File: config.mk
export PLATFORM = sky130hd
export DESIGN_NAME = stop_collision
export DESIGN_NICKNAME = d
export VERILOG_FILES = /design/src/verilog/stop_col_pkg.sv /design/src/verilog/line_sync.sv /design/src/verilog/rate_counter.sv /design/src/verilog/stop_collision.sv
export VERILOG_INCLUDE_DIRS = /design/src /design/src/verilog
export SDC_FILE = /design/constraint.sdc
export NUM_CORES = 1
export LEC_CHECK = 0
export BUFFER_PORTS_ARGS = -buffer_cell sky130_fd_sc_hd__buf_2
export CAP_MARGIN = 0
export CORE_MARGIN = 1
export CORE_UTILIZATION = 50
export CTS_CLUSTER_SIZE = 12
export DETAILED_ROUTE_END_ITERATION = 8
export PLACE_DENSITY = 0.74
export SYNTH_ARGS = -nofsm -noshare
export SYNTH_HDL_FRONTEND = slang
export SYNTH_SLANG_ARGS = --single-unit
File: constraint.sdc
create_clock -name sys_clk_i -period 2.7 [get_ports sys_clk_i]
set_input_delay 0.27 -clock sys_clk_i [delete_from_list [all_inputs] [get_ports sys_clk_i]]
set_output_delay 0.27 -clock sys_clk_i [all_outputs]
set_load 0.02 [all_outputs]
File: src/verilog/stop_col_defines.svh
// register offsets, field positions, reset values and timing constants
// assumes inclusion by bare name from the design and bench files
`ifndef STOP_COL_DEFINES_SVH
`define STOP_COL_DEFINES_SVH

// ==========================================================
// register byte offsets
`define OFS_BUF 8'h00
`define OFS_RELOAD 8'h04
`define OFS_CON1 8'h08
`define OFS_CON2 8'h0C
`define OFS_STAT 8'h10
`define OFS_INT_STAT 8'h14
`define OFS_INT_CLR 8'h18
`define OFS_INT_EN 8'h1C

// ==========================================================
// field positions
`define CON1_WR_COL 7
`define CON1_SLAVE 6
`define CON1_MASKMODE 5
`define CON2_STOP_EN 2
`define CON2_RESTART_EN 1
`define CON2_START_EN 0
`define CON2_ACK_EN 4
`define STAT_STOP 4
`define INT_PORT 0
`define INT_COLL 1

// ==========================================================
// reset values
`define RELOAD_RST 8'h04
`define CON1_RST 8'h00
`define CON2_RST 8'h00

// ==========================================================
// timing
`define SYNC_STAGES 2

`endif

File: src/verilog/stop_col_pkg.sv
// types shared by the stop-collision block
// assumes stop_col_defines.svh on the include path
package stop_col_pkg;
  // ==========================================================
  // stop sequence states, gray coded along the usual path
  typedef enum logic [2:0] {
    ST_IDLE = 3'b000,
    ST_SDA_LOW = 3'b001,
    ST_SCL_REL = 3'b011,
    ST_TIME_HI = 3'b010,
    ST_SDA_REL = 3'b110,
    ST_TAIL = 3'b111
  } stop_state_e;

  // open-drain line pair as seen inward
  typedef struct packed {
    logic scl;
    logic sda;
  } bus_lines_s;

  // open-drain drive pair; oe high pulls the line low
  typedef struct packed {
    logic scl_oe;
    logic sda_oe;
  } bus_drive_s;
endpackage : stop_col_pkg

File: src/verilog/line_sync.sv
// two-flop synchroniser for both bus lines
// assumes raw pin levels asynchronous to sys_clk_i
`timescale 1ns/1ps
module line_sync (
  input wire logic sys_clk_i, // system clock
  input wire logic rst_n_i, // sync reset, low active
  input wire stop_col_pkg::bus_lines_s raw_i, // raw pins
  output stop_col_pkg::bus_lines_s sync_o // synchronised lines
);
  import stop_col_pkg::*;
  bus_lines_s meta_r; // first stage, read only by second
  // ==========================================================
  // two stages; bus idles high
  // two-flop synchroniser
  always_ff @(posedge sys_clk_i) begin
    if (!rst_n_i) begin
      meta_r <= 2'b11;
      sync_o <= 2'b11;
    end else begin
      meta_r <= raw_i;
      sync_o <= meta_r;
    end
  end
endmodule : line_sync

File: src/verilog/rate_counter.sv
// bit-rate down counter, loads seven reload bits
// assumes load and clear from same-clock logic
`timescale 1ns/1ps
module rate_counter (
  input wire logic sys_clk_i, // system clock
  input wire logic rst_n_i, // sync reset, low active
  input wire logic load_i, // load reload value
  input wire logic clear_i, // stop counting
  input wire logic [6:0] reload_i, // reload value
  output logic expire_o // one-cycle pulse at zero
);
  logic [6:0] cnt_r; // remaining count
  logic run_r; // counting
  // ==========================================================
  // load then count down
  // load ignored while running, so a held load restarts it only after each expiry
  always_ff @(posedge sys_clk_i) begin
    if (!rst_n_i) begin
      cnt_r <= 7'h00;
      run_r <= 1'b0;
      expire_o <= 1'b0;
    end else begin
      expire_o <= 1'b0;
      if (clear_i) begin
        run_r <= 1'b0;
      end else if (load_i && !run_r) begin
        cnt_r <= reload_i;
        run_r <= 1'b1;
      end else if (run_r) begin
        if (cnt_r == 7'h00) begin
          run_r <= 1'b0;
          expire_o <= 1'b1;
        end else begin
          cnt_r <= cnt_r - 7'h01;
        end
      end
    end
  end
endmodule : rate_counter

File: src/verilog/stop_collision.sv
// i2c master stop sequence with bus collision detection, axi4-lite regs
// assumes open-drain lines resolved outside; pins asynchronous
//
// Contract
// - data low after timeout flags collision
// - clock low after being seen high, before data release, flags collision
// - stop starts driving data low, clock low
// - release clock only after data seen low
// - clock high loads counter from reload[6:0]
// - timeout samples data line for collision
// - mask shares reload address, slave mask mode
// - slave mode: control two holds mask bits
// - stop seen, then pen clear, port event
// - collision sets flag, returns to idle
// - collision aborts sequence, clears controls, releases
// - buffer write during stop sets write collision
//
// Implementation choices: the AXI4-Lite slave port and the register offsets.
`timescale 1ns/1ps
`include "stop_col_defines.svh"
module stop_collision (
  input wire logic sys_clk_i, // system clock, 200 MHz
  input wire logic rst_n_i, // sync reset, low active
  input wire logic [7:0] s_axi_awaddr, // write address
  input wire logic s_axi_awvalid, // write address valid
  output logic s_axi_awready, // write address ready
  input wire logic [31:0] s_axi_wdata, // write data
  input wire logic [3:0] s_axi_wstrb, // write strobes
  input wire logic s_axi_wvalid, // write data valid
  output logic s_axi_wready, // write data ready
  output logic [1:0] s_axi_bresp, // write response
  output logic s_axi_bvalid, // write response valid
  input wire logic s_axi_bready, // write response ready
  input wire logic [7:0] s_axi_araddr, // read address
  input wire logic s_axi_arvalid, // read address valid
  output logic s_axi_arready, // read address ready
  output logic [31:0] s_axi_rdata, // read data
  output logic [1:0] s_axi_rresp, // read response
  output logic s_axi_rvalid, // read data valid
  input wire logic s_axi_rready, // read data ready
  input wire stop_col_pkg::bus_lines_s line_i, // raw line levels
  output stop_col_pkg::bus_drive_s drive_o, // line pull-down enables
  output logic irq_o // level interrupt
);
  import stop_col_pkg::*;

  // ==========================================================
  // declarations
  bus_lines_s line_s; // synchronised lines
  stop_state_e state_r; // stop sequence state
  logic [7:0] buf_r; // transfer buffer
  logic [7:0] reload_r; // reload value register
  logic [7:0] mask_r; // address mask register
  logic [7:0] con1_r; // control one
  logic [7:0] con2_r; // control two
  logic [7:0] mask2_r; // slave mask bits of control two
  logic stop_seen_r; // stop-seen status
  logic [1:0] int_stat_r; // sticky events
  logic [1:0] int_en_r; // event enables
  logic cnt_load; // counter load
  logic cnt_clear; // counter abort
  logic cnt_expire; // counter timeout
  logic coll; // collision this cycle
  logic stop_done; // stop finished
  logic [7:0] aw_addr_r; // captured write address
  logic aw_have_r; // write address held
  logic [31:0] w_data_r; // captured write data
  logic [3:0] w_strb_r; // captured strobes
  logic w_have_r; // write data held
  logic wr_go; // perform write
  logic wr_ok; // write address mapped
  logic [7:0] wbyte; // low byte written

  // decode for mapped offsets, used by both channels
  function automatic logic mapped(input logic [7:0] a);
    if (a == `OFS_BUF) mapped = 1'b1;
    else if (a == `OFS_RELOAD) mapped = 1'b1;
    else if (a == `OFS_CON1) mapped = 1'b1;
    else if (a == `OFS_CON2) mapped = 1'b1;
    else if (a == `OFS_STAT) mapped = 1'b1;
    else if (a == `OFS_INT_STAT) mapped = 1'b1;
    else if (a == `OFS_INT_CLR) mapped = 1'b1;
    else if (a == `OFS_INT_EN) mapped = 1'b1;
    else mapped = 1'b0;
  endfunction : mapped

  // mask register reachable only in slave mask mode
  function automatic logic mask_sel(input logic [7:0] c1);
    mask_sel = c1[`CON1_SLAVE] & c1[`CON1_MASKMODE];
  endfunction : mask_sel

  // ==========================================================
  // submodules
  line_sync u_sync (
    .sys_clk_i(sys_clk_i),
    .rst_n_i(rst_n_i),
    .raw_i(line_i),
    .sync_o(line_s)
  );

  rate_counter u_cnt (
    .sys_clk_i(sys_clk_i),
    .rst_n_i(rst_n_i),
    .load_i(cnt_load),
    .clear_i(cnt_clear),
    .reload_i(reload_r[6:0]),
    .expire_o(cnt_expire)
  );

  // ==========================================================
  // stop sequence combinational events
  always_comb begin
    cnt_load = 1'b0;
    coll = 1'b0;
    stop_done = 1'b0;
    case (state_r)
      ST_SDA_LOW: begin
        cnt_load = ~line_s.sda & ~cnt_expire;
      end
      ST_SCL_REL: begin
        cnt_load = line_s.scl;
      end
      ST_TIME_HI: begin
        coll = ~line_s.scl;
        cnt_load = cnt_expire & line_s.scl;
      end
      ST_SDA_REL: begin
        coll = cnt_expire & ~line_s.sda;
        cnt_load = cnt_expire & line_s.sda;
      end
      ST_TAIL: begin
        stop_done = cnt_expire;
      end
      default: begin
        cnt_load = 1'b0;
      end
    endcase
  end
  assign cnt_clear = coll;

  // ==========================================================
  // stop sequence state and line drive
  always_ff @(posedge sys_clk_i) begin
    if (!rst_n_i) begin
      state_r <= ST_IDLE;
      drive_o <= 2'b00;
    end else if (coll) begin
      state_r <= ST_IDLE;
      drive_o <= 2'b00;
    end else begin
      case (state_r)
        ST_IDLE: begin
          if (con2_r[`CON2_STOP_EN] && !con1_r[`CON1_SLAVE]) begin
            state_r <= ST_SDA_LOW;
            drive_o <= 2'b11;
          end
        end
        ST_SDA_LOW: begin
          // wait counter period then release clock
          if (cnt_expire) begin
            state_r <= ST_SCL_REL;
            drive_o.scl_oe <= 1'b0;
          end
        end
        ST_SCL_REL: begin
          if (line_s.scl) state_r <= ST_TIME_HI;
        end
        ST_TIME_HI: begin
          if (cnt_expire) begin
            state_r <= ST_SDA_REL;
            drive_o.sda_oe <= 1'b0;
          end
        end
        ST_SDA_REL: begin
          if (cnt_expire) state_r <= ST_TAIL;
        end
        ST_TAIL: begin
          if (stop_done) state_r <= ST_IDLE;
        end
        default: begin
          state_r <= ST_IDLE;
        end
      endcase
    end
  end

  // ==========================================================
  // stop-seen status
  always_ff @(posedge sys_clk_i) begin
    if (!rst_n_i) begin
      stop_seen_r <= 1'b0;
    end else if (state_r == ST_SDA_REL && cnt_expire && line_s.sda &&
                 line_s.scl) begin
      stop_seen_r <= 1'b1;
    end else if (state_r == ST_SDA_LOW) begin
      stop_seen_r <= 1'b0;
    end
  end

  // ==========================================================
  // axi write channel capture
  always_ff @(posedge sys_clk_i) begin
    if (!rst_n_i) begin
      aw_have_r <= 1'b0;
      w_have_r <= 1'b0;
      aw_addr_r <= 8'h00;
      w_data_r <= 32'h0000_0000;
      w_strb_r <= 4'h0;
    end else begin
      if (s_axi_awvalid && s_axi_awready) begin
        aw_have_r <= 1'b1;
        aw_addr_r <= s_axi_awaddr;
      end else if (wr_go) begin
        aw_have_r <= 1'b0;
      end
      if (s_axi_wvalid && s_axi_wready) begin
        w_have_r <= 1'b1;
        w_data_r <= s_axi_wdata;
        w_strb_r <= s_axi_wstrb;
      end else if (wr_go) begin
        w_have_r <= 1'b0;
      end
    end
  end
  assign wr_go = aw_have_r & w_have_r & ~s_axi_bvalid;
  assign wr_ok = mapped(aw_addr_r);
  assign wbyte = w_data_r[7:0];

  // ready and write response
  always_ff @(posedge sys_clk_i) begin
    if (!rst_n_i) begin
      s_axi_awready <= 1'b0;
      s_axi_wready <= 1'b0;
      s_axi_bvalid <= 1'b0;
      s_axi_bresp <= 2'b00;
    end else begin
      s_axi_awready <= ~aw_have_r & ~(s_axi_awvalid & s_axi_awready);
      s_axi_wready <= ~w_have_r & ~(s_axi_wvalid & s_axi_wready);
      if (wr_go) begin
        s_axi_bvalid <= 1'b1;
        s_axi_bresp <= wr_ok ? 2'b00 : 2'b10;
      end else if (s_axi_bready) begin
        s_axi_bvalid <= 1'b0;
      end
    end
  end

  // ==========================================================
  // buffer, reload and mask registers
  always_ff @(posedge sys_clk_i) begin
    if (!rst_n_i) begin
      buf_r <= 8'h00;
      reload_r <= `RELOAD_RST;
      mask_r <= 8'hFF;
    end else if (wr_go && w_strb_r[0]) begin
      if (aw_addr_r == `OFS_BUF && state_r == ST_IDLE &&
          !con2_r[`CON2_STOP_EN]) begin
        buf_r <= wbyte;
      // shared address, mask in slave mask mode
      end else if (aw_addr_r == `OFS_RELOAD && mask_sel(con1_r)) begin
        mask_r <= wbyte;
      end else if (aw_addr_r == `OFS_RELOAD) begin
        reload_r <= wbyte;
      end
    end
  end

  // control one, write collision is set-wins
  always_ff @(posedge sys_clk_i) begin
    if (!rst_n_i) begin
      con1_r <= `CON1_RST;
    end else begin
      if (wr_go && w_strb_r[0] && aw_addr_r == `OFS_CON1) begin
        con1_r <= wbyte;
      end
      if (wr_go && w_strb_r[0] && aw_addr_r == `OFS_BUF &&
          (state_r != ST_IDLE || con2_r[`CON2_STOP_EN])) begin
        con1_r[`CON1_WR_COL] <= 1'b1;
      end
    end
  end

  // control two; sequence bits cleared by hardware
  always_ff @(posedge sys_clk_i) begin
    if (!rst_n_i) begin
      con2_r <= `CON2_RST;
      mask2_r <= 8'h00;
    end else begin
      if (wr_go && w_strb_r[0] && aw_addr_r == `OFS_CON2) begin
        // slave mode takes middle bits as mask
        if (con1_r[`CON1_SLAVE]) begin
          mask2_r <= wbyte;
          con2_r[7] <= wbyte[7];
          con2_r[0] <= wbyte[0];
        end else begin
          con2_r <= wbyte;
        end
      end
      if (coll) begin
        con2_r[`CON2_STOP_EN] <= 1'b0;
        con2_r[`CON2_RESTART_EN] <= 1'b0;
        con2_r[`CON2_START_EN] <= 1'b0;
        con2_r[`CON2_ACK_EN] <= 1'b0;
      end
      if (stop_done) con2_r[`CON2_STOP_EN] <= 1'b0;
    end
  end

  // ==========================================================
  // interrupt status, enable, clear; set wins over clear
  always_ff @(posedge sys_clk_i) begin
    if (!rst_n_i) begin
      int_stat_r <= 2'b00;
      int_en_r <= 2'b00;
    end else begin
      if (wr_go && w_strb_r[0] && aw_addr_r == `OFS_INT_EN) begin
        int_en_r <= wbyte[1:0];
      end
      if (wr_go && w_strb_r[0] && aw_addr_r == `OFS_INT_CLR) begin
        int_stat_r <= int_stat_r & ~wbyte[1:0];
      end
      if (stop_done) int_stat_r[`INT_PORT] <= 1'b1;
      if (coll) int_stat_r[`INT_COLL] <= 1'b1;
    end
  end

  // level interrupt from a flop
  always_ff @(posedge sys_clk_i) begin
    if (!rst_n_i) irq_o <= 1'b0;
    else irq_o <= |(int_stat_r & int_en_r);
  end

  // ==========================================================
  // axi read channel, one cycle after address
  always_ff @(posedge sys_clk_i) begin
    if (!rst_n_i) begin
      s_axi_arready <= 1'b0;
      s_axi_rvalid <= 1'b0;
      s_axi_rdata <= 32'h0000_0000;
      s_axi_rresp <= 2'b00;
    end else begin
      s_axi_arready <= ~s_axi_rvalid & ~(s_axi_arvalid & s_axi_arready);
      if (s_axi_arvalid && s_axi_arready) begin
        s_axi_rvalid <= 1'b1;
        s_axi_rresp <= mapped(s_axi_araddr) ? 2'b00 : 2'b10;
        if (s_axi_araddr == `OFS_BUF) s_axi_rdata <= {24'h0, buf_r};
        else if (s_axi_araddr == `OFS_RELOAD)
          s_axi_rdata <= {24'h0, mask_sel(con1_r) ? mask_r : reload_r};
        else if (s_axi_araddr == `OFS_CON1) s_axi_rdata <= {24'h0, con1_r};
        else if (s_axi_araddr == `OFS_CON2)
          s_axi_rdata <= {24'h0, con1_r[`CON1_SLAVE] ?
                          {con2_r[7:6], mask2_r[5:1], con2_r[0]} : con2_r};
        else if (s_axi_araddr == `OFS_STAT)
          s_axi_rdata <= {27'h0, stop_seen_r, 4'h0};
        else if (s_axi_araddr == `OFS_INT_STAT)
          s_axi_rdata <= {30'h0, int_stat_r};
        else if (s_axi_araddr == `OFS_INT_EN)
          s_axi_rdata <= {30'h0, int_en_r};
        else s_axi_rdata <= 32'h0000_0000;
      end else if (s_axi_rready) begin
        s_axi_rvalid <= 1'b0;
      end
    end
  end
endmodule : stop_collision

After elaboration in Yosys (flattened, before gate mapping)
Index checks and enable logic that the tools add are counted.
Storage, ports and cells
  memory bits (writable): 0
  memories kept: 0
  memory bits (read-only): 0
  latch bits: 0
  bits in registers: 130
  word-level logic and storage cells: 213
Cells by class
  eq/ne operators: 26
  div/mod/pow operators: 0
  bitwise logic cells: 32
  multiply operators: 0
  $add $sub $neg: 1
  reduce and logical (&&, ||, !) cells: 51
  magnitude comparators: 0
  shifts and indexed selects: 0
  mux-type cells: 64
Operator list (number)
  8-bit by 5-bit == test with 1-bit output (second input constant): 8
  8-bit two-way mux: 6
  1-bit two-way mux: 36
  8-bit by 4-bit == test with 1-bit output (second input constant): 4
  2-bit nonzero test: 11
  7-bit two-way mux: 3
  1-bit logical AND: 18
  3-bit two-way mux: 6
  3-bit case mux with 6 select lines: 1
  8-bit by 3-bit == test with 1-bit output (second input constant): 2
  8-bit zero test: 2
  1-bit inverter: 16
  1-bit bitwise AND: 13
  2-bit two-way mux: 6
  3-bit AND reduction: 4
  2-bit by 1-bit inequality test with 1-bit output (second input constant): 5
  7-bit zero test: 1
  7-bit by 1-bit subtractor with 7-bit output (second input constant): 1
  3-bit by 2-bit == test with 1-bit output (second input constant): 2
  3-bit == test (second input constant): 2
  6-bit two-way mux: 1
  1-bit case mux with 2 select lines: 3
  2-bit AND reduction: 3
  6-bit AND reduction: 1
  14 further kinds: 19

Logic depth before layout (Yosys ltp)
Gate-level depths: netlist of the first run.
  depth in word-level cells: 12
  mapped depth: 8
  gate-level depth less buffers: 6

Cells and area by module
From an unflattened synthesis of the first run, not the netlist that was laid out.
Second synthesis, totals
  cell total of the unflattened synthesis: 568
  area, all modules: 4976.0 µm²
By module, submodules not included
  stop_collision: area an instance 4329.2 µm², cells an instance 495, times used 1
  rate_counter: area an instance 541.8 µm², cells an instance 65, times used 1
  line_sync: area an instance 105.1 µm², cells an instance 8, times used 1

Worst setup path after synthesis of the first run
Ideal clock, no wire load.
  path type: reg-to-reg
  start: register aw_addr_r[5]
  end: register con1_r[6]
  setup slack: 0.852 ns
  stages on the path, launching flop included: 7
  setup time: 0.117 ns
  clock period less this slack: 1.848 ns
  data arrival time: 1.731 ns
  required time: 2.583 ns
  cells stage by stage: dfxtp_1 -> or4_4 -> nor4b_4 -> nand2b_1 -> buf_2 -> mux2i_1 -> nor2b_1
On the way
  longest elaborated chain between the ends: 2
RTL lines
  start, declared: line stop_collision.sv:65  | logic [7:0] aw_addr_r;
  start signal, assigned: line stop_collision.sv:212  | aw_addr_r <= s_axi_awaddr;
  8-bit by 4-bit == test with 1-bit output (no line)
  1-bit logical AND (no line)
  end signal, assigned: line stop_collision.sv:271  | con1_r <= `CON1_RST;
  end signal, assigned: line stop_collision.sv:274  | con1_r <= wbyte;
  end, declared: line stop_collision.sv:54  | logic [7:0] con1_r;
No other way between the ends.
A chain may end at the register's enable or synchronous reset.

Worst setup path in the final report of the first run
  start: register aw_addr_r[5]
  end: register con1_r[3]
The elaborated chain is that of the path after synthesis.

==> impl_results.md, run 1 <==
- Hold Path Class: in2reg
- CTS tree: built
- Fin area: 0.00526 sq mm
- H-tree levels: 3
- DP Area: 0.00506 sq mm
- Synth Area per Inst: 8.66 sq um
- Worst Min Path Start: line_i[0]
- Initial Util: 0.520
- Clock sinks: 103
- Synth top area share: 0.427
- Antenna Nets Post-Route: 0
- GPL Wtd Cong: 0.831
- Critical path's top delay family: simple AND/OR/NAND/NOR gates
- Clock transition at path regs: 0.11 ns
- Worst R2R Start: aw_addr_r[5]$_SDFFE_PN0P_
- Wire per inst: 14.2 um
- Io pins: approximately 110
- GRT Total Usage: 0.208
- Status: finished, final reports clean
- Final wirelength: 10,300 um
- Pwr dens: 516 mW/mm^2
- Async SR Flop Fraction: 0
- EDFF count, synth: 0
- CP max stage delay: 0.58 ns
- Detail Placement HPWL: around 7300 um
- Core area: 0.00928 sq mm
- Yosys reg bits: 103
- Final Power: approximately 2.7 mW
- Layout area overhead: 8.97%
- Most common cell after layout, fill and taps aside: dfxtp_1
- P_leak: 2.36 nW
- Pre-antenna DRT Iters: 5
- CTS root buf: clkbuf_8
- RSZ-0062 raised after global routing: false
- Post-Syn Area: 0.00482 sq mm
- Worst-Margin Slew: 0.540 ns
- Die area: 0.0100 sq mm
- Global-route wire length before repair: about 16,000 um
- Critical-path maximum fanout: 7
- Post-synthesis sequential area ratio: 0.427
- GR Overflow Total: 0
- Final Max Slew Viols: 0
- Initial DRC count: 214
- Worst EP required: 2.97 ns
- ANT cells: 0
- Total Neg Setup Slack: 0 ns
- Commonest cells after routing, fill and taps aside: 103 x dfxtp_1, 89 x nand2_1, 51 x buf_2
- Vias/cell: 5.39
- # DRC: 0
- Nets: 655
- Initial antenna violation count: 0
- Critical Path Source: aw_addr_r[5]$_SDFFE_PN0P_
- Synth warn: 0
- Port bufs: 51
- Max Cap Viol: 0
- Vias: 3,911
- Max Buffers Root-to-Sink: 2
- CTS buffer count: 9
- Multi-input logic area: 0.00248 sq mm
- Post-CTS Repair Setup Buffers: 0
- Post-CTS sizing: 0
- Core Util, Final: 0.566
- VDD IR max: 0.000319 V
- Sequential cell area: approximately 0.0021 sq mm
- Clock skew: 0.0126 ns
- Placement Rows: 35
- Crit path buf inv count: 0
- Classification of the worst setup path: reg2reg
- FILL cells: 852
- Slew margin rel.: 0.631
- Ranking of synthesized cells by area: dfxtp_1 43%, mux2i_1 10%, nand2_1 6.9%
- CP cell instances: or4_4, nor4b_4, nand2b_1, mux2i_1, nor2b_1
- Crit end category: register
- Layout cells sized above 1: 0.147
- # hold bufs at CTS: 0
- Critical Path Start Type: register
- Worst path slowest cell: or4_4
- Die height: 100 um
- Synth cell types: 58
- Chip width: roughly 100 um
- # setup viols final: 0
- Prevailing post-synth register cell: dfxtp_1
- Synth area leader: dfxtp_1
- Largest net degree at the start of global routing: 95
- WP data arrival: about 2.5 ns
- Vias in the first global route: around 3,400
- Endpoints failing hold: 0
- Fin crit share: 0.831
- Clk_lat worst skew: 0.37 ns
- Mapped Cells: 557
- Peak Freq: ~450 MHz
- Final min period: approximately 2.2 ns
through the flow:
| stage | setup slack (ns) | hold slack, ns | instances |
|---|---|---|---|
| after floorplan | 0.852 | 0.371 | 582 |
| after global placement | 0.582 | 0.390 | 710 |
| after detailed placement | 0.487 | 0.392 | 710 |
| after CTS | 0.445 | 0.0793 | 726 |
| after global routing | 0.328 | 0.0784 | 726 |
| final | 0.456 | 0.0821 | 726 |
cell families after synthesis:
| logic type | count (synthesis) | synth area share |
|---|---|---|
| AO/OA/AOI/OAI | 102 | 0.140 |
| XOR/XNOR | 1 | 0.00182 |
| adder cells (fa/ha/maj) | 2 | 0.00519 |
| multiplexers | 55 | 0.115 |
| flip-flops | 103 | 0.427 |
| buffers and inverters | 72 | 0.0773 |
| other | 1 | 0.000777 |
| AND/OR/NAND/NOR | 221 | 0.232 |
where the power goes:
part           internal (mW)  total (mW)  switching (mW)
registers               1.54        1.57          0.0283
logic                 0.0658       0.190           0.124
clock network          0.364       0.953           0.589
final timing paths:
check | endpoint | slack [ns] | cells past startpoint
max | con1_r[3]$_SDFFE_PN0P_ | 0.46 | 5
min | u_sync.meta_r[0]$_SDFF_PN1_ | 0.08 | 2
max reg2reg | con1_r[3]$_SDFFE_PN0P_ | 0.46 | 5
min reg2reg | u_sync.sync_o[1]$_SDFF_PN1_ | 0.42 | 1
synth_stat cells, drive strengths merged, types with 2 or more instances:
library cell,n
a2111oi,2
a211oi,2
a21boi,27
a21oi,16
a221oi,2
a22oi,2
a31oi,4
and2,6
and3,3
buf,32
clkbuf,23
dfxtp,103
ha,2
inv,17
mux2,5
mux2i,50
nand2,90
nand2b,11
nand3,14
nand3b,3
nand4,4
nand4b,3
nor2,32
nor2b,31
nor3,9
nor4,4
o21ai,24
o22ai,6
o31ai,3
or2,3
or3,5
layout make-up:
type / count / area share
multi-input combinational: 407 / 0.472
sequential: 103 / 0.392
timing repair buffer: 54 / 0.0552
tap: 129 / 0.0307
clock buffer: 9 / 0.0236
clock inverter: 7 / 0.0138
inverter: 17 / 0.0121
registers in the layout, summed over array words and instances, names as in the netlist, 2 cells and up, named ones only:
| signal | cells |
|---|---|
| u_sync.meta_r | 2 |
| int_stat_r | 2 |
| u_sync.sync_o | 2 |
| w_data_r | 8 |
| reload_r | 8 |
| u_cnt.cnt_r | 7 |
| con1_r | 8 |
| int_en_r | 2 |
| s_axi_rdata | 8 |
| mask_r | 8 |
| con2_r | 8 |
| state_r | 2 |
| aw_addr_r | 8 |
| mask2_r | 5 |
| drive_o | 2 |
| buf_r | 8 |
worst register-to-register path: stages (launching register included):
cell and delay, ns:
dfxtp_1 0.33, or4_4 0.58, nor4b_4 0.46, nand2b_1 0.42
mux2i_1 0.29, nor2b_1 0.06
layer usage:
layer  track usage  vias up  wire (um)
met5             0        -          0
met1         0.276     1851       4730
met2         0.344      121       4950
met4        0.0725        0        126
met3        0.0355       13        494
li1              -     1926          -
Note: power is estimated with default switching activity, not from simulation.
==> inputs of run 2 (changes only) <==
Settings changed: ABC_AREA set to 1, CORE_UTILIZATION 50 to 49, PLACE_DENSITY 0.74 to 0.76.
Clock period 2.7 ns to 2 ns, I/O delays scaled along.
==> run 2 against run 1 <==
Against the previous run:
- largest power group unchanged
- non-clock buffer count rose by 3
- design area increased by 3.1%
- sequential share of layout area shrank 1.2 points
- count of clock-buffer cells in the layout is the same
- global-route usage is 1.1 points higher
- final cell count rose by 21%
- setup slack worse by 0.20 ns
- area after synthesis rose by 3.9%
- worst hold slack got worse by 0.073 ns
- register-to-register slack got worse by 0.20 ns
- utilization fell by 1.7 points
- critical path type unchanged
- sequential power up 39%
==> impl_results.md, run 2 <==
- Status: finished, final reports clean (unchanged)
- GRT Total Usage: 0.219 (was 0.208)
- Pwr dens: 736 mW/mm^2 (was 516 mW/mm^2)
- Final min period: 1.74 ns (was 2.24 ns)
- Worst EP required: 2.29 ns (was 2.97 ns)
- Hold Path Class: in2reg (unchanged)
- Initial DRC count: 280 (was 214)
- Post-CTS Repair Setup Buffers: 0 (unchanged)
- Crit path buf inv count: 1 (was 0)
- Antenna Nets Post-Route: 0 (unchanged)
- Top post-synthesis cells by count: 171 x nand2_1, 103 x dfxtp_1, 69 x nor2_1 (was 103 x dfxtp_1, 89 x nand2_1, 50 x mux2i_1)
- Crit path to: u_cnt.expire_o$_SDFF_PP0_ (was con1_r[3]$_SDFFE_PN0P_)
- Io pins: 105 (unchanged)
- Critical path's top delay family: simple AND/OR/NAND/NOR gates (unchanged)
- Global-route wire length before repair: 18,100 um (was 16,500 um)
- Synth area leader: dfxtp_1 (unchanged)
- GPL Wtd Cong: 0.930 (was 0.831)
- Clock transition at path regs: 0.10 ns (was 0.11 ns)
- Worst path slowest cell: dfxtp_1 (was or4_4)
- Peak Freq: 574 MHz (was 446 MHz)
- Synth top area share: 0.411 (was 0.427)
- Yosys reg bits: 103 (unchanged)
- Async SR Flop Fraction: 0 (unchanged)
- Largest net degree at the start of global routing: 60 (was 95)
- # DRC: 0 (unchanged)
- Worst reg-to-reg path cell count: 6 (was 5)
- Max Buffers Root-to-Sink: 2 (unchanged)
- Die height: 103 um (was 100 um)
- Port bufs: 51 (unchanged)
- RSZ-0062 raised after global routing: false (unchanged)
- Synth cell types: 44 (was 58)
- Synth Area per Inst: 7.25 sq um (was 8.66 sq um)
- Die area: 0.0106 sq mm (was 0.0100 sq mm)
- Vias in the first global route: 3,983 (was 3,425)
- Final worst slack: 0.259 ns (was 0.456 ns)
- Fin crit share: 0.871 (was 0.831)
- Chip width: 103 um (was 100 um)
- VDD IR max: 0.000411 V (was 0.000319 V)
- H-tree levels: 3 (unchanged)
- Pre-antenna DRT Iters: 5 (unchanged)
- Synth warn: 0 (unchanged)
- Post-CTS sizing: 0 (unchanged)
- Final wirelength: 11,000 um (was 10,300 um)
- Clock sinks: 103 (unchanged)
- Classification of the worst setup path: reg2reg (unchanged)
- Cells on Worst Hold Path: 2 (unchanged)
- Crit end category: register (unchanged)
- Placement Rows: 36 (was 35)
- Post-synthesis sequential area ratio: 0.411 (was 0.427)
- Vias: 4,478 (was 3,911)
- Layout area overhead: 8.08% (was 8.97%)
- Endpoints failing hold: 0 (unchanged)
- Prevailing post-synth register cell: dfxtp_1 (unchanged)
- Mapped Cells: 692 (was 557)
- WP data arrival: 2.03 ns (was 2.52 ns)
- Most common cell after layout, fill and taps aside: nand2_1 (was dfxtp_1)
- ANT cells: 0 (unchanged)
- Clock skew: 0.0147 ns (was 0.0126 ns)
- P_leak: 2.51 nW (was 2.36 nW)
- Post-Syn Area: 0.00501 sq mm (was 0.00482 sq mm)
- Hold Slack: 0.00873 ns (was 0.0821 ns)
- Layout cells sized above 1: 0.167 (was 0.147)
- Critical Path Source: state_r[0]$_SDFFE_PP0P_ (was aw_addr_r[5]$_SDFFE_PN0P_)
- CP cell instances: nor2_4, nand3_1, o21ai_2, nor2_1, inv_1, nor3_1 (was or4_4, nor4b_4, nand2b_1, mux2i_1, nor2b_1)
- Total Neg Setup Slack: 0 ns (unchanged)
- Core area: 0.00986 sq mm (was 0.00928 sq mm)
- Critical Path Start Type: register (unchanged)
- Count leader, synth: nand2_1 (was dfxtp_1)
- CTS buffer count: 9 (unchanged)
- Nets: 801 (was 655)
- GR Overflow Total: 0 (unchanged)
- CP max stage delay: 0.62 ns (was 0.58 ns)
- Stages on worst setup path: 6 (was 5)
- Final Max Slew Viols: 0 (unchanged)
- # setup viols final: 0 (unchanged)
- Reg-to-reg endpoint: u_cnt.expire_o$_SDFF_PP0_ (was con1_r[3]$_SDFFE_PN0P_)
- R2R setup slack: 0.26 ns (was 0.46 ns)
- Initial Util: 0.508 (was 0.520)
- CTS tree: built (unchanged)
- EDFF count, synth: 0 (unchanged)
- Worst-Margin Slew: 0.560 ns (was 0.540 ns)
- Ranking of synthesized cells by area: dfxtp_1 41%, nand2_1 13%, a21oi_1 6.3% (was dfxtp_1 43%, mux2i_1 10%, nand2_1 6.9%)
- Clk_lat worst skew: 0.37 ns (about the same)
- CTS root buf: clkbuf_8 (unchanged)
- Wire per inst: 12.5 um (was 14.2 um)
- Detail Placement HPWL: 8230 um (was 7300 um)
- Vias/cell: 5.11 (was 5.39)
- Commonest cells after routing, fill and taps aside: 171 x nand2_1, 103 x dfxtp_1, 69 x nor2_1 (was 103 x dfxtp_1, 89 x nand2_1, 51 x buf_2)
- Pre-CTS setup slack: 0.279 ns (was 0.487 ns)
- Worst R2R Start: state_r[0]$_SDFFE_PP0P_ (was aw_addr_r[5]$_SDFFE_PN0P_)
- Max Cap Viol: 0 (unchanged)
- # hold bufs at CTS: 0 (unchanged)
- Critical-path maximum fanout: 9 (was 7)
- Initial antenna violation count: 0 (unchanged)
- Slew margin rel.: 0.627 (was 0.631)
==> run 2: how the worst min path moves through the flow <==
stage,endpoint,startpoint,slack (ns)
6_report,u_sync.meta_r[1]$_SDFF_PN1_,line_i[1],0.009
3_3_place_gp,u_sync.meta_r[1]$_SDFF_PN1_,line_i[1],0.39
3_5_place_dp,u_sync.meta_r[1]$_SDFF_PN1_,line_i[1],0.39
5_1_grt,u_sync.meta_r[1]$_SDFF_PN1_,line_i[1],0.003
4_1_cts,s_axi_rvalid$_SDFFE_PN0P_,s_axi_rready,0.007
2_1_floorplan,u_sync.meta_r[0]$_SDFF_PN1_,line_i[0],0.31
==> run 2: cell type report <==
| type | instances | area [sq um] |
|---|---|---|
| fill | 915 | 4440 |
| multi-input combinational | 492 | 2420 |
| sequential | 103 | 2060 |
| timing repair buffer | 57 | 300 |
| inverter | 75 | 287 |
| tap | 133 | 166 |
| clock buffer | 9 | 124 |
| clock inverter | 7 | 60.1 |
==> run 2: cells by family (layout without fill, tap and decap cells) <==
family / after synthesis / after routing / synth area share
other: 1 / 26 / 0.000748
AND/OR/NAND/NOR: 322 / 322 / 0.296
AO/OA/AOI/OAI: 137 / 137 / 0.154
flip-flops: 103 / 103 / 0.411
buffers and inverters: 122 / 148 / 0.125
adder cells (fa/ha/maj): 2 / 2 / 0.00499
XOR/XNOR: 5 / 5 / 0.00873
==> run 2: stage by stage <==
| step | power, mW | util | cells | instance area, sq um |
|---|---|---|---|---|
| after floorplan | 2.69 | - | 717 | 5110 |
| after global routing | 4.18 | 0.549 | 876 | 5420 |
| final | 3.99 | 0.549 | 876 | 5420 |
| after global placement | 2.76 | 0.531 | 860 | 5240 |
| after detailed placement | 2.78 | 0.531 | 860 | 5240 |
| after CTS | 4.00 | 0.549 | 876 | 5420 |
==> run 2: layer usage <==
| metal | track usage | share of wire |
|---|---|---|
| met1 | 0.271 | 0.44 |
| met2 | 0.373 | 0.48 |
| met3 | 0.0346 | 0.047 |
| met4 | 0.107 | 0.033 |
| met5 | 0 | 0 |
==> run 2: where the power goes <==
group | internal (mW) | leakage, nW | switching, mW
clock network | 0.480 | 0.0969 | 0.773
logic | 0.174 | 1.58 | 0.380
registers | 2.11 | 0.836 | 0.0674
total | 2.77 | 2.51 | 1.22
==> inputs of run 3 (changes only) <==
Settings changed: PLACE_DENSITY 0.76 to 0.87.
==> run 3 against run 2 <==
Against the previous run:
- first-iteration DRC count rose by 25%
- design area about the same
- final cell count is 0.11% lower
- wire length is 2.0% higher
==> impl_results.md, run 3 (same netlist as run 2, synthesis figures left out) <==
- Final wirelength: 11,200 um (was 11,000 um)
- Worst-Margin Slew: 0.564 ns (was 0.560 ns)
- Register share of total power: 0.536 (was 0.547)
- Antenna Nets Post-Route: 0 (unchanged)
- CTS buffer count: 9 (unchanged)
- GRT Total Usage: 0.222 (was 0.219)
- Initial DRC count: 349 (was 280)
- Layout area overhead: 8.18% (was 8.08%)
- # DRC: 0 (unchanged)
- Worst reg-to-reg path cell count: 7 (was 6)
- Critical-path maximum fanout: 9 (unchanged)
- Port bufs: 51 (unchanged)
- Internal power: 2.87 mW (was 2.77 mW)
- Fin crit share: 0.865 (was 0.871)
- Net Sw Frac: 0.290 (was 0.306)
- Multi-input logic area: 0.00242 sq mm (unchanged)
- Grt met1 use: 0.296 (was 0.271)
- Die area: 0.0106 sq mm (unchanged)
- P_leak: 2.50 nW (was 2.51 nW)
- WP data arrival: 1.98 ns (was 2.03 ns)
- Status: finished, final reports clean (unchanged)
- Classification of the worst setup path: reg2reg (unchanged)
- FILL cells: 906 (was 915)
- Die height: 103 um (unchanged)
- Total Neg Setup Slack: 0 ns (unchanged)
- Max Buffers Root-to-Sink: 2 (unchanged)
- Vias/cell: 5.15 (was 5.11)
- Top Usage Layer GRT: met2 (unchanged)
- Critical Path Start Type: register (unchanged)
- CP cell instances: inv_2, nor2_4, nand3_1, o21ai_2, nor2_1, inv_1, a21oi_1 (was nor2_4, nand3_1, o21ai_2, nor2_1, inv_1, nor3_1)
- Clock transition at path regs: 0.09 ns (was 0.10 ns)
- Pwr dens: 746 mW/mm^2 (was 736 mW/mm^2)
- Core Util, Final: 0.550 (was 0.549)
- # hold bufs at CTS: 0 (unchanged)
- Clock Power Share: 0.322 (was 0.314)
- Placement Rows: 36 (unchanged)
- Initial antenna violation count: 0 (unchanged)
- M3 GR Usage: 0.0407 (was 0.0346)
- Logic pwr share: 0.141 (was 0.139)
- CTS root buf: clkbuf_8 (unchanged)
- Most common cell after layout, fill and taps aside: nand2_1 (unchanged)
- Clk_lat worst skew: 0.37 ns (about the same)
- Global-route wire length before repair: 18,300 um (was 18,100 um)
- Io pins: 105 (unchanged)
- VDD IR max: 0.000325 V (was 0.000411 V)
- # setup viols final: 0 (unchanged)
- Pre-antenna DRT Iters: 5 (unchanged)
- R2R setup slack: 0.27 ns (was 0.26 ns)
- H-tree levels: 3 (unchanged)
- Fin area: 0.00543 sq mm (was 0.00542 sq mm)
- Vias: 4,506 (was 4,478)
- Max Cap Viol: 0 (unchanged)
- Hold Path Class: in2reg (unchanged)
- Grt met2 use: 0.357 (was 0.373)
- Slew margin rel.: 0.624 (was 0.627)
- GR Overflow Total: 0 (unchanged)
- CP max stage delay: 0.57 ns (was 0.62 ns)
- Post-CTS sizing: 0 (unchanged)
- RSZ-0062 raised after global routing: false (unchanged)
- Detail Placement HPWL: 7880 um (was 8230 um)
- Vias in the first global route: 3,858 (was 3,983)
- Crit path to: drive_o[1]$_SDFFE_PP0P_ (was u_cnt.expire_o$_SDFF_PP0_)
- Peak Freq: 578 MHz (was 574 MHz)
- GPL Wtd Cong: 0.890 (was 0.930)
- Nets: 800 (was 801)
- Post-CTS Repair Setup Buffers: 0 (unchanged)
- Final min period: 1.73 ns (was 1.74 ns)
- Core area: 0.00986 sq mm (unchanged)
- Sw power: 1.17 mW (was 1.22 mW)
- Hold Slack: 0.0213 ns (was 0.00873 ns)
- Initial Util: 0.508 (unchanged)
- DP Area: 0.00523 sq mm (was 0.00524 sq mm)
- Wire per inst: 12.8 um (was 12.5 um)
- Largest net degree at the start of global routing: 60 (unchanged)
- Chip width: 103 um (unchanged)
- CTS tree: built (unchanged)
- Layout cells sized above 1: 0.165 (was 0.167)
- Sequential cell area: 0.00206 sq mm (unchanged)
- Worst EP required: 2.25 ns (was 2.29 ns)
- Reg-to-reg endpoint: drive_o[1]$_SDFFE_PP0P_ (was u_cnt.expire_o$_SDFF_PP0_)
- Final Max Slew Viols: 0 (unchanged)
- Commonest cells after routing, fill and taps aside: 171 x nand2_1, 103 x dfxtp_1, 69 x nor2_1 (unchanged)
- Endpoints failing hold: 0 (unchanged)
- Worst path slowest cell: dfxtp_1 (unchanged)
- Crit end category: register (unchanged)
- Clock skew: 0.0143 ns (was 0.0147 ns)
- Clock sinks: 103 (unchanged)
==> run 3: how the worst min path moves through the flow <==
stage / cells after the start / slack (ns) / startpoint / end
after floorplan: 1 / 0.31 / line_i[0] / u_sync.meta_r[0]$_SDFF_PN1_
after global placement: 2 / 0.39 / line_i[1] / u_sync.meta_r[1]$_SDFF_PN1_
after detailed placement: 2 / 0.39 / line_i[0] / u_sync.meta_r[0]$_SDFF_PN1_
after CTS: 2 / 0.02 / line_i[0] / u_sync.meta_r[0]$_SDFF_PN1_
after global routing: 2 / 0.02 / line_i[0] / u_sync.meta_r[0]$_SDFF_PN1_
final: 2 / 0.02 / line_i[0] / u_sync.meta_r[0]$_SDFF_PN1_
==> run 3: power by group through the flow <==
stage               clock (mW)  sequential (mW)  combinational [mW]
finish                    1.31             2.17               0.572
global route              1.40             2.18               0.651
CTS                       1.32             2.17               0.569
detailed placement           0             2.22               0.565
floorplan                    0             2.20               0.491
global placement             0             2.22               0.550
==> run 3: final cells by class <==
| type | instances | area share |
|---|---|---|
| inverters | 75 | 0.0528 |
| clock inverters | 6 | 0.0129 |
| well taps | 133 | 0.0307 |
| repair buffers | 56 | 0.0540 |
| multi-input cells | 492 | 0.446 |
| diodes | 1 | 0.000461 |
| flip-flops and latches | 103 | 0.380 |
| clock buffers | 9 | 0.0228 |
==> run 3: layer usage <==
| layer | vias up | part of all wire | wire length (um) |
|---|---|---|---|
| li1 | 2267 | - | - |
| met2 | 169 | 0.48 | 5340 |
| met5 | - | 0 | 0 |
| met3 | 27 | 0.065 | 722 |
| met4 | 0 | 0.029 | 327 |
| met1 | 2043 | 0.43 | 4790 |
==> run 3: metrics by stage <==
stage	cells	power [mW]	worst slack, ns
global route	874	4.23	0.122
CTS	874	4.06	0.322
global placement	859	2.77	0.387
detailed placement	859	2.78	0.355
finish	875	4.05	0.270
floorplan	717	2.69	0.616
==> run 3: critical path: cells and delay by family (launching register included) <==
family          cells  cell delay, ns
buf+inv             2            0.32
compound gates      2            0.30
flops               1            0.57
simple gates        3            0.43
